**src/inc/cofg_pkg.sv**
```systemverilog
package cofg_pkg;
  localparam logic [31:0] ADDR_STATUS = 32'h0000_0000;
  localparam logic [31:0] ADDR_GAUGE = 32'h0000_0004;
  localparam logic [31:0] ADDR_COMMAND = 32'h0000_0008;
  localparam logic [31:0] ADDR_TARGET = 32'h0000_000c;
  localparam logic [31:0] ADDR_BALANCE = 32'h0000_0010;
  localparam logic [31:0] ADDR_OPTCFG = 32'h0000_0014;
  localparam int CMD_MODE_LSB = 0;
  localparam int CMD_RELEARN_BIT = 3;
  localparam int CMD_PROF_LSB = 4;
  localparam logic [2:0] CMD_CONT_ACTIVE = 3'h6;
  localparam logic [2:0] CMD_CONT_CHARGE = 3'h2;
  localparam logic [2:0] CMD_OD_ACTIVE = 3'h5;
  localparam logic [2:0] CMD_OD_CHARGE = 3'h1;
  localparam logic [5:0] PROF_RESET = 6'h01;
  localparam logic [3:0] TARGET_MIN = 4'h0;
  localparam logic [3:0] VCAPMAX_HI = 4'hf;
  localparam logic [3:0] VCAPMAX_LO = 4'hb;
  localparam logic [1:0] MARGIN_RESET = 2'h3;
  localparam int BAL_EN_BIT = 2;
  localparam int BAL_SEL_LSB = 0;
  localparam int BAL_PERIOD_US = 1000;
  localparam int CLK_MHZ = 20;
  localparam int BAL_CYCLES = BAL_PERIOD_US * CLK_MHZ;
  localparam logic [1:0] RESP_OKAY = 2'h0;
  localparam logic [1:0] RESP_SLVERR = 2'h2;
  localparam int NPROF = 64;
endpackage

```
**src/inc/target_mem_if.sv**
```systemverilog
`timescale 1ns/1ns
`default_nettype none
interface target_mem_if;
  logic we;
  logic [5:0] waddr;
  logic [3:0] wdata;
  logic [5:0] raddr;
  logic [3:0] rdata;
  logic [5:0] clrAddr;
  logic clr;
  modport ctrl(output we, waddr, wdata, raddr, clr, clrAddr, input rdata);
  modport mem(input we, waddr, wdata, raddr, clr, clrAddr, output rdata);
endinterface
`default_nettype wire

```
**src/rtl/target_mem.sv**
```systemverilog
`timescale 1ns/1ns
`default_nettype none
module target_mem (
  input wire logic core_clk,
  input wire logic rst_n,
  input wire logic [3:0] capMax,
  target_mem_if.mem port
);
  logic [3:0] store [0:cofg_pkg::NPROF-1];
  logic [cofg_pkg::NPROF-1:0] learned_ff;
  logic [3:0] rdata_ff;
  assign port.rdata = rdata_ff;
  always_ff @(posedge core_clk) begin
    if (port.we) begin
      store[port.waddr] <= port.wdata;
    end
  end
  // unlearned profiles start from the maximum target
  always_ff @(posedge core_clk) begin
    if (!rst_n) begin
      learned_ff <= '0;
      rdata_ff <= 4'h0;
    end else begin
      if (port.we) begin
        learned_ff[port.waddr] <= 1'b1;
      end
      if (port.clr) begin
        learned_ff[port.clrAddr] <= 1'b0;
      end
      if (port.we && port.waddr == port.raddr) begin
        rdata_ff <= port.wdata;
      end else if (learned_ff[port.raddr] && !(port.clr && port.clrAddr == port.raddr)) begin
        rdata_ff <= store[port.raddr];
      end else begin
        rdata_ff <= capMax;
      end
    end
  end
endmodule
`default_nettype wire

```
**src/rtl/charge_optimizer_fuel_gauge.sv**
```systemverilog
// Operation
// - raise target stepwise when load grows
// - far below margin: raise two steps
// - moderately below margin: raise one step
// - at or just above margin: hold
// - neighbouring-level toggling is normal
// - count boost cycles while charging
// - each count is fixed charge
// - count held as 32-bit value
// - count readable in standby
// - continuous: clear on 6h to 2h
// - on-demand: clear on 5h to 1h
// - sample balance node every 1 ms
// - drive sink/source outside hysteresis window
// - balance needs enable; current from select
// - balance only at vcap >= 2 V
// - well above margin: lower one step
// - profile zero uses fixed target
// - relearn bit discards selected profile result
`timescale 1ns/1ns
`default_nettype none
module charge_optimizer_fuel_gauge (
  input wire logic core_clk,
  input wire logic rst_n,
  input wire logic [31:0] s_axi_awaddr,
  input wire logic s_axi_awvalid,
  output logic s_axi_awready,
  input wire logic [31:0] s_axi_wdata,
  input wire logic [3:0] s_axi_wstrb,
  input wire logic s_axi_wvalid,
  output logic s_axi_wready,
  output logic [1:0] s_axi_bresp,
  output logic s_axi_bvalid,
  input wire logic s_axi_bready,
  input wire logic [31:0] s_axi_araddr,
  input wire logic s_axi_arvalid,
  output logic s_axi_arready,
  output logic [31:0] s_axi_rdata,
  output logic [1:0] s_axi_rresp,
  output logic s_axi_rvalid,
  input wire logic s_axi_rready,
  input wire logic chargeState,
  input wire logic standbyState,
  input wire logic boostCycle,
  input wire logic activeEnd,
  input wire logic [1:0] marginCmp,
  input wire logic balHigh,
  input wire logic balLow,
  input wire logic vcapAbove2v,
  output logic [3:0] chargeTarget,
  output logic balSink,
  output logic balSource,
  output logic [1:0] balCurrent
);
  // marginCmp: 0 far below, 1 moderately below, 2 at/just above, 3 well above
  typedef enum logic [1:0] {BUS_IDLE, BUS_WRESP, BUS_RRESP} bus_t;
  typedef struct packed {
    bus_t bus;
    logic awDone;
    logic wDone;
    logic [31:0] awAddr;
    logic [31:0] wData;
    logic [3:0] wStrb;
    logic bvalid;
    logic [1:0] bresp;
    logic rvalid;
    logic [31:0] rdata;
    logic [1:0] rresp;
    logic awRdy;
    logic wRdy;
    logic arRdy;
    logic [7:0] command;
    logic [3:0] fixTarget;
    logic vcapmax;
    logic [1:0] margin;
    logic [2:0] balCfg;
    logic [31:0] gauge;
    logic [2:0] prevMode;
    logic [3:0] target;
    logic [$clog2(cofg_pkg::BAL_CYCLES)-1:0] balCnt;
    logic sink;
    logic source;
    logic relearnPend;
  } state_t;
  state_t cur_ff;
  state_t nxt_cur;
  target_mem_if mif();
  logic [3:0] capMax;
  logic [5:0] prof;
  logic [3:0] learned;

  function automatic logic [3:0] stepTarget(input logic [3:0] t, input logic [1:0] cmp, input logic [3:0] mx);
    logic [4:0] up;
    up = 5'h00;
    case (cmp)
      2'h0: up = {1'b0, t} + 5'h02;
      2'h1: up = {1'b0, t} + 5'h01;
      2'h3: up = (t == cofg_pkg::TARGET_MIN) ? {1'b0, t} : {1'b0, t} - 5'h01;
      default: up = {1'b0, t};
    endcase
    stepTarget = (up > {1'b0, mx}) ? mx : up[3:0];
  endfunction

  function automatic logic [31:0] merge(input logic [31:0] old, input logic [31:0] d, input logic [3:0] s);
    logic [31:0] r;
    r = old;
    for (int i = 0; i < 4; i++) begin
      if (s[i]) begin
        r[i*8 +: 8] = d[i*8 +: 8];
      end
    end
    merge = r;
  endfunction

  assign capMax = cur_ff.vcapmax ? cofg_pkg::VCAPMAX_HI : cofg_pkg::VCAPMAX_LO;
  assign prof = cur_ff.command[cofg_pkg::CMD_PROF_LSB +: 4] == 4'h0 ? 6'h00 : {2'h0, cur_ff.command[7:4]};
  assign learned = mif.rdata;
  assign mif.raddr = prof;

  target_mem u_mem (
    .core_clk(core_clk),
    .rst_n(rst_n),
    .capMax(capMax),
    .port(mif.mem)
  );

  always_comb begin
    logic [2:0] mode;
    logic [31:0] wd;
    nxt_cur = cur_ff;
    mode = cur_ff.command[cofg_pkg::CMD_MODE_LSB +: 3];
    wd = 32'h0000_0000;
    mif.we = 1'b0;
    mif.waddr = prof;
    mif.wdata = learned;
    mif.clr = 1'b0;
    mif.clrAddr = prof;
    // relearn request lives one cycle; a new command write re-arms it
    nxt_cur.relearnPend = 1'b0;
    // write channel: address and data accepted in either order
    if (s_axi_awvalid && !cur_ff.awDone && cur_ff.bus == BUS_IDLE) begin
      nxt_cur.awDone = 1'b1;
      nxt_cur.awAddr = s_axi_awaddr;
    end
    if (s_axi_wvalid && !cur_ff.wDone && cur_ff.bus == BUS_IDLE) begin
      nxt_cur.wDone = 1'b1;
      nxt_cur.wData = s_axi_wdata;
      nxt_cur.wStrb = s_axi_wstrb;
    end
    if (cur_ff.bus == BUS_IDLE && cur_ff.awDone && cur_ff.wDone) begin
      nxt_cur.awDone = 1'b0;
      nxt_cur.wDone = 1'b0;
      nxt_cur.bus = BUS_WRESP;
      nxt_cur.bvalid = 1'b1;
      nxt_cur.bresp = cofg_pkg::RESP_OKAY;
      case (cur_ff.awAddr[7:0])
        cofg_pkg::ADDR_COMMAND[7:0]: begin
          wd = merge({24'h0, cur_ff.command}, cur_ff.wData, cur_ff.wStrb);
          nxt_cur.command = wd[7:0] & 8'hf7;
          nxt_cur.relearnPend = wd[cofg_pkg::CMD_RELEARN_BIT];
        end
        cofg_pkg::ADDR_TARGET[7:0]: begin
          wd = merge({27'h0, cur_ff.vcapmax, cur_ff.fixTarget}, cur_ff.wData, cur_ff.wStrb);
          nxt_cur.fixTarget = wd[3:0];
          nxt_cur.vcapmax = wd[4];
        end
        cofg_pkg::ADDR_BALANCE[7:0]: begin
          wd = merge({29'h0, cur_ff.balCfg}, cur_ff.wData, cur_ff.wStrb);
          nxt_cur.balCfg = wd[2:0];
        end
        cofg_pkg::ADDR_OPTCFG[7:0]: begin
          wd = merge({30'h0, cur_ff.margin}, cur_ff.wData, cur_ff.wStrb);
          nxt_cur.margin = wd[1:0];
        end
        default: nxt_cur.bresp = cofg_pkg::RESP_SLVERR;
      endcase
      if (cur_ff.awAddr[31:8] != 24'h0) begin
        nxt_cur.bresp = cofg_pkg::RESP_SLVERR;
      end
    end
    if (cur_ff.bus == BUS_WRESP && s_axi_bready) begin
      nxt_cur.bvalid = 1'b0;
      nxt_cur.bus = BUS_IDLE;
    end
    if (cur_ff.bus == BUS_IDLE && !(cur_ff.awDone && cur_ff.wDone) && s_axi_arvalid) begin
      nxt_cur.bus = BUS_RRESP;
      nxt_cur.rvalid = 1'b1;
      nxt_cur.rresp = cofg_pkg::RESP_OKAY;
      case (s_axi_araddr[7:0])
        cofg_pkg::ADDR_STATUS[7:0]: nxt_cur.rdata = {26'h0, cur_ff.source, cur_ff.sink, cur_ff.target};
        cofg_pkg::ADDR_GAUGE[7:0]: begin
          nxt_cur.rdata = cur_ff.gauge;
          if (!standbyState) begin
            nxt_cur.rresp = cofg_pkg::RESP_SLVERR;
          end
        end
        cofg_pkg::ADDR_COMMAND[7:0]: nxt_cur.rdata = {24'h0, cur_ff.command};
        cofg_pkg::ADDR_TARGET[7:0]: nxt_cur.rdata = {27'h0, cur_ff.vcapmax, cur_ff.fixTarget};
        cofg_pkg::ADDR_BALANCE[7:0]: nxt_cur.rdata = {29'h0, cur_ff.balCfg};
        cofg_pkg::ADDR_OPTCFG[7:0]: nxt_cur.rdata = {30'h0, cur_ff.margin};
        default: begin
          nxt_cur.rdata = 32'h0000_0000;
          nxt_cur.rresp = cofg_pkg::RESP_SLVERR;
        end
      endcase
      if (s_axi_araddr[31:8] != 24'h0) begin
        nxt_cur.rdata = 32'h0000_0000;
        nxt_cur.rresp = cofg_pkg::RESP_SLVERR;
      end
    end
    if (cur_ff.bus == BUS_RRESP && s_axi_rready) begin
      nxt_cur.rvalid = 1'b0;
      nxt_cur.bus = BUS_IDLE;
    end
    // optimizer
    if (cur_ff.relearnPend) begin
      mif.clr = 1'b1;
    end else if (activeEnd && prof != 6'h00) begin
      mif.we = 1'b1;
      mif.wdata = stepTarget(learned, marginCmp, capMax);
    end
    nxt_cur.target = (prof == 6'h00) ? cur_ff.fixTarget : learned;
    // fuel gauge
    nxt_cur.prevMode = mode;
    if ((cur_ff.prevMode == cofg_pkg::CMD_CONT_ACTIVE && mode == cofg_pkg::CMD_CONT_CHARGE) ||
        (cur_ff.prevMode == cofg_pkg::CMD_OD_ACTIVE && mode == cofg_pkg::CMD_OD_CHARGE)) begin
      nxt_cur.gauge = 32'h0000_0000;
    end else if (chargeState && boostCycle) begin
      nxt_cur.gauge = cur_ff.gauge + 32'h0000_0001;
    end
    // balancing
    if (!(chargeState && cur_ff.balCfg[cofg_pkg::BAL_EN_BIT] && vcapAbove2v)) begin
      nxt_cur.balCnt = '0;
      nxt_cur.sink = 1'b0;
      nxt_cur.source = 1'b0;
    end else if (cur_ff.balCnt == ($clog2(cofg_pkg::BAL_CYCLES))'(cofg_pkg::BAL_CYCLES - 1)) begin
      nxt_cur.balCnt = '0;
      nxt_cur.sink = balHigh;
      nxt_cur.source = balLow;
    end else begin
      nxt_cur.balCnt = cur_ff.balCnt + 1'b1;
    end
    // readies registered from the state the next cycle will hold
    nxt_cur.awRdy = nxt_cur.bus == BUS_IDLE && !nxt_cur.awDone;
    nxt_cur.wRdy = nxt_cur.bus == BUS_IDLE && !nxt_cur.wDone;
    nxt_cur.arRdy = nxt_cur.bus == BUS_IDLE && !(nxt_cur.awDone && nxt_cur.wDone);
  end

  always_ff @(posedge core_clk) begin
    if (!rst_n) begin
      cur_ff <= '0;
      cur_ff.bus <= BUS_IDLE;
      cur_ff.awRdy <= 1'b1;
      cur_ff.wRdy <= 1'b1;
      cur_ff.arRdy <= 1'b1;
      cur_ff.command <= {cofg_pkg::PROF_RESET[3:0], 4'h0};
      cur_ff.margin <= cofg_pkg::MARGIN_RESET;
      cur_ff.prevMode <= 3'h0;
      cur_ff.gauge <= 32'h0000_0000;
    end else begin
      cur_ff <= nxt_cur;
    end
  end

  assign s_axi_awready = cur_ff.awRdy;
  assign s_axi_wready = cur_ff.wRdy;
  assign s_axi_arready = cur_ff.arRdy;
  assign s_axi_bvalid = cur_ff.bvalid;
  assign s_axi_bresp = cur_ff.bresp;
  assign s_axi_rvalid = cur_ff.rvalid;
  assign s_axi_rdata = cur_ff.rdata;
  assign s_axi_rresp = cur_ff.rresp;
  assign chargeTarget = cur_ff.target;
  assign balSink = cur_ff.sink;
  assign balSource = cur_ff.source;
  assign balCurrent = cur_ff.balCfg[cofg_pkg::BAL_SEL_LSB +: 2];

  a_gauge_frozen: assert property (@(posedge core_clk) disable iff (!rst_n)
    (!chargeState && !($past(cur_ff.prevMode) != cur_ff.prevMode)) |=> $stable(cur_ff.gauge) || cur_ff.gauge == 32'h0)
    else $error("gauge changed outside charge");
  a_gauge_count: assert property (@(posedge core_clk) disable iff (!rst_n)
    (chargeState && boostCycle && cur_ff.prevMode == nxt_cur.prevMode) |=> cur_ff.gauge == $past(cur_ff.gauge) + 32'h1)
    else $error("boost cycle not counted");
  a_gauge_cont: assert property (@(posedge core_clk) disable iff (!rst_n)
    (cur_ff.prevMode == 3'h6 && cur_ff.command[2:0] == 3'h2) |=> cur_ff.gauge == 32'h0)
    else $error("continuous clear missed");
  a_gauge_od: assert property (@(posedge core_clk) disable iff (!rst_n)
    (cur_ff.prevMode == 3'h5 && cur_ff.command[2:0] == 3'h1) |=> cur_ff.gauge == 32'h0)
    else $error("on-demand clear missed");
  a_bal_gate: assert property (@(posedge core_clk) disable iff (!rst_n)
    (!vcapAbove2v || !chargeState || !cur_ff.balCfg[2]) |=> !balSink && !balSource)
    else $error("balance active while gated");
  a_opt_twostep: assert property (@(posedge core_clk) disable iff (!rst_n)
    (activeEnd && prof != 6'h0 && !cur_ff.relearnPend && marginCmp == 2'h0 && learned < 4'hd && capMax == 4'hf)
    |-> mif.wdata == learned + 4'h2)
    else $error("far-below step not two");
  a_opt_down: assert property (@(posedge core_clk) disable iff (!rst_n)
    (activeEnd && prof != 6'h0 && !cur_ff.relearnPend && marginCmp == 2'h3 && learned != 4'h0)
    |-> mif.wdata == learned - 4'h1)
    else $error("above-margin step not one down");
  a_opt_hold: assert property (@(posedge core_clk) disable iff (!rst_n)
    (activeEnd && marginCmp == 2'h2) |-> mif.wdata == learned)
    else $error("target moved at margin");
  a_fix_target: assert property (@(posedge core_clk) disable iff (!rst_n)
    (prof == 6'h0) |=> chargeTarget == $past(cur_ff.fixTarget))
    else $error("profile zero not fixed target");
endmodule
`default_nettype wire

```
**config.mk**
```make
export PLATFORM = sky130hd
export DESIGN_NAME = charge_optimizer_fuel_gauge
export DESIGN_NICKNAME = d
export VERILOG_FILES = /design/src/inc/cofg_pkg.sv /design/src/inc/target_mem_if.sv /design/src/rtl/target_mem.sv /design/src/rtl/charge_optimizer_fuel_gauge.sv
export SDC_FILE = /design/constraint.sdc
export NUM_CORES = 1
export LEC_CHECK = 0
export ABC_AREA = 1
export BUFFER_PORTS_ARGS = -buffer_cell sky130_fd_sc_hd__buf_2
export CAP_MARGIN = 20
export CELL_PAD_IN_SITES_DETAIL_PLACEMENT = 0
export CELL_PAD_IN_SITES_GLOBAL_PLACEMENT = 1
export CORE_MARGIN = 2
export CORE_UTILIZATION = 38
export CTS_CLUSTER_DIAMETER = 40
export DETAILED_ROUTE_END_ITERATION = 12
export PLACE_DENSITY = 0.76
export SYNTH_ARGS = -nofsm -noshare
export SYNTH_HDL_FRONTEND = slang
export SYNTH_SLANG_ARGS = --single-unit
```
**constraint.sdc**
```tcl
create_clock -name core_clk -period 2.7 [get_ports core_clk]
set_input_delay 0.27 -clock core_clk [delete_from_list [all_inputs] [get_ports core_clk]]
set_output_delay 0.27 -clock core_clk [all_outputs]
set_load 0.02 [all_outputs]
```
==> impl_metrics.csv <==
group,metric,value,unit
outcome,status,"finished clean",
die,start_util,38.8,%
global_route,antenna_found_initial,0,
worst_setup_path,max_stage_delay,0.34,ns
final_layout,fin_util,48.2,%
die,number_of_top_level_design_ports,165,
worst_setup_path,cp_max_delay_cell,"sky130_fd_sc_hd__dfxtp_2",
die,die_h,173,µm
worst_setup_path,worst_path_most_repeated_cell,"sky130_fd_sc_hd__nand2_1",
placed_design,numPlacedInstances,1821,
sta,slew_violations,0,
die,core_footprint,27900,µm²
route,maxUsedRoutingLayer,"met4",
worst_setup_path,path_max_fanout,16,
worst_setup_path,path_cells,"ha_1 -> or2_2 -> nand3_1 -> nand3_1 -> o21ai_2 -> inv_1 -> ha_1 -> a21boi_1 -> nand2_1 -> nand2_1 -> nand2_1 -> or2_1 -> o21ai_0 -> inv_1 -> buf_12",
global_route,grt_max_degree,71,
route,wl_met3,1560,µm
route,detail_route.iter0.violations,480,
power_and_ir_drop,p_switching,2.30,mW
route,routed_via_density,4.88,
logic_synthesis,ys.warnings.count,0,
logic_synthesis,post_synth_inst_count,1332,
clock_network,cts_clk_pin_slew_worst_paths,0.05,ns
final_layout,n_fill_cell,2842,
worst_setup_path,critical_path_arrival,2.80,ns
sta,tightestPinTransition,0.765,ns
sta,finalClockSkew,0.0231,ns
clock_network,cts-root-to-sink-buffers,3,
placed_design,dp_hpwl,19100,µm
worst_setup_path,setup.worst_path.end_class,"register",
final_layout,nNetsFinal,1632,
clock_network,worstSkewPairLatency,0.51,ns
power_and_ir_drop,power-per-cell-area,707,nW/µm²
clock_network,cts_tree,"done",
clock_network,cts.htree.levels,2,
worst_setup_path,crit_start,"u_mem.port.rdata[0]",
sta,post-route-worst-setup-slack,0.145,ns
power_and_ir_drop,netSwitchingFraction,24.2,%
logic_synthesis,synthArstFlopShare,0,%
placed_design,placedInstanceArea,11900,µm²
final_layout,finished_layout_cell_area,13500,µm²
worst_setup_path,type_of_the_worst_setup_path,"reg -> reg",
global_route,grt_overflow_total,0,
final_layout,most_frequent_standard_cell_in_the_layout_excluding_fill_and_tap_cells,"sky130_fd_sc_hd__nand2_1",
logic_synthesis,synth_top_cell_area_share,32.9,%
clock_network,cts_sinks,242,
sta,max_clock_freq,391,MHz
global_route,grt_pass1_wl,44700,µm
worst_setup_path,rr_endpoint,"u_mem.store[11][0]",
sta,period_needed,2.55,ns
final_layout,flow.area_growth_from_synthesis,24.1,%
final_layout,area_occupied_by_multi_input_gates,4400,µm²
logic_synthesis,ys_ff_latch,242,
sta,timing.slew.headroom,48.8,%
power_and_ir_drop,p_clk_share,50.5,%
global_route,grt_pass1_vias,8814,
logic_synthesis,dominantRegCellSynth,"sky130_fd_sc_hd__dfxtp_1",
final_layout,sequential_cell_area,5490,µm²
final_layout,layout.cells.most_common_list,"sky130_fd_sc_hd__nand2_1 (242), sky130_fd_sc_hd__dfxtp_1 (177), sky130_fd_sc_hd__nor2_1 (161)",
sta,finalHoldViolCount,0,
route,remaining_drc_errors,0,
worst_setup_path,cp.buffers_inverters,3,
power_and_ir_drop,cellLeakagePower,5.43,nW
route,wl_met1,13500,µm
power_and_ir_drop,power.internal,7.21,mW
final_layout,drive_gt1_share,19.5,%
worst_setup_path,crit_end,"u_mem.store[11][0]",
clock_network,post-cts-setup-buffers,0,
worst_setup_path,timing.critical_path.depth,15,
worst_setup_path,worstPathRequired,2.94,ns
die,placement_rows,61,
die,fp.dieW,173,µm
power_and_ir_drop,power.sequential.fraction,41.5,%
route,via_count,9333,
global_route,global_route.usage.total,18.0,%
placed_design,place.port_buffers,135,
clock_network,cts-buffers-inserted,38,
worst_setup_path,reg2reg_depth,15,
worst_setup_path,cp_launch_type,"register",
placed_design,dpl_worst_slack,0.0303,ns
sta,fin_setup_tns,0,ns
logic_synthesis,post_synth_instance_area,10800,µm²
route,drt_first_pass_iters,5,
sta,fin_crit_sh,94.6,%
die,fp.dieArea,29900,µm²
power_and_ir_drop,vdd_ir_max,424,µV
sta,final.hold.worst_slack,0.0292,ns
power_and_ir_drop,finalPower,9.51,mW
job,max_cap_violations,0,
worst_setup_path,r2r_setup_slack,0.15,ns
clock_network,clock_tree.root_cell,"sky130_fd_sc_hd__clkbuf_16",
logic_synthesis,synth.largest_area_cell,"sky130_fd_sc_hd__dfxtp_1",
route,totalWireLength,27300,µm
route,detail-route-antenna-nets,0,
route,route.detailed.wl_per_inst,14.3,µm
placed_design,finalWeightedCongestion,0.808,
logic_synthesis,synth_seq_area_share,50.6,%
sta,finalSetupViolations,0,
worst_hold_path,hp-class,"in -> reg",
logic_synthesis,post_synth.cell_area_avg,8.14,µm²
final_layout,cell_count_final_fillers_out,1914,
worst_setup_path,critical-path-top-delay-family,"simple AND/OR/NAND/NOR gates",
final_layout,number_of_diodes_added_for_antenna_fixing,0,
route,met2WireLength,11800,µm
worst_setup_path,rr_startpoint,"u_mem.port.rdata[0]",
logic_synthesis,synth_enable_flop_cells,64,
logic_synthesis,yosysUniqueCellTypes,50,
power_and_ir_drop,power.combinational.fraction,8.0,%
logic_synthesis,synthTopCellsByArea,"sky130_fd_sc_hd__dfxtp_1 (33%), sky130_fd_sc_hd__edfxtp_1 (18%), sky130_fd_sc_hd__nand2_1 (8.4%), sky130_fd_sc_hd__nor2_1 (5.6%), sky130_fd_sc_hd__a21oi_1 (5.2%)",
-- cell usage after synthesis, drive strengths merged, types with 2 or more instances --
master / count
a211oi: 18
nand3b: 4
o21a: 3
nor3: 44
dfxtp: 178
nand4: 20
xor2: 11
nor4: 17
a21oi: 113
buf: 57
inv: 124
clkinv: 2
nand3: 62
clkbuf: 28
a22oi: 32
o22ai: 8
o211ai: 7
nor2: 173
or2: 4
edfxtp: 64
nor3b: 5
nand2: 245
a31oi: 4
ha: 9
xnor2: 2
o21ai: 90
-- how the worst min path moves through the flow --
stage / start / end / cells after the start
6_report: s_axi_awaddr[27] / cur_ff[179] / 3
5_1_grt: s_axi_awaddr[27] / cur_ff[179] / 3
4_1_cts: s_axi_awaddr[27] / cur_ff[179] / 3
3_5_place_dp: cur_ff[67] / cur_ff[22] / 2
3_3_place_gp: cur_ff[67] / cur_ff[22] / 2
2_1_floorplan: s_axi_wstrb[0] / cur_ff[116] / 2
-- worst min-delay path: stages --
cell and delay [ns]:
sky130_fd_sc_hd__buf_2 0.07, sky130_fd_sc_hd__o21ai_0 0.07, sky130_fd_sc_hd__a21oi_1 0.10
-- metal layers --
layer	track usage, %	vias to the layer above
li1	-	4818
met1	25.8	4252
met2	27.5	217
met3	4.07	46
met4	4.63	0
met5	0	-
-- cells by family (layout without fill, tap and decap cells) --
| logic type | count (synthesis) | after routing | synth area share, % |
|---|---|---|---|
| and+or+nand+nor | 576 | 576 | 23.6 |
| AOI/OAI and AO/OA | 280 | 280 | 14.6 |
| DFF | 242 | 242 | 50.6 |
| buffers and inverters | 211 | 410 | 9.08 |
| xor gates and xnor gates | 13 | 13 | 1.05 |
| adders and majority gates | 9 | 9 | 1.04 |
| other | 1 | 6 | 0.0346 |
-- area by class of cell --
| class | count | share of cell area [%] |
|---|---|---|
| Clock buffer | 45 | 7.64 |
| Clock inverter | 24 | 1.82 |
| Inverter | 126 | 3.51 |
| Multi-Input combinational cell | 884 | 32.7 |
| Sequential cell | 242 | 40.8 |
| Tap cell | 378 | 3.51 |
| Timing Repair Buffer | 215 | 10.0 |
-- flip-flops by register name (all words and copies together), names as in the netlist, named ones only --
| register | count |
|---|---|
| s_axi_bresp | 1 |
| s_axi_rresp | 1 |
| s_axi_bvalid | 1 |
| s_axi_rdata | 32 |
| balCurrent | 2 |
| balSink | 1 |
| u_mem.port.rdata | 4 |
| chargeTarget | 4 |
| s_axi_rvalid | 1 |
| s_axi_arready | 1 |
| cur_ff | 111 |
| balSource | 1 |
| u_mem.store | 64 |
| s_axi_awready | 1 |
| u_mem.learned_ff | 15 |
| s_axi_wready | 1 |
-- what timing repair did --
| action | in CTS | in global routing |
|---|---|---|
| resized for setup | 0 | 7 |
| hold endpoints to repair | 24 | 0 |
| endpoints found under the setup margin | 0 | 48 |
| hold buffers | 24 | 0 |
-- power groups by stage --
| stage | clock [mW] | combinational (mW) | sequential (mW) |
|---|---|---|---|
| final | 4.80 | 0.763 | 3.95 |
| after detailed placement | 0 | 0.737 | 4.02 |
| after global routing | 5.08 | 0.860 | 3.96 |
| after global placement | 0 | 0.729 | 4.02 |
| after CTS | 4.91 | 0.767 | 3.95 |
| after floorplan | 0 | 0.436 | 4.02 |
Note: power is estimated with default switching activity, not from simulation.
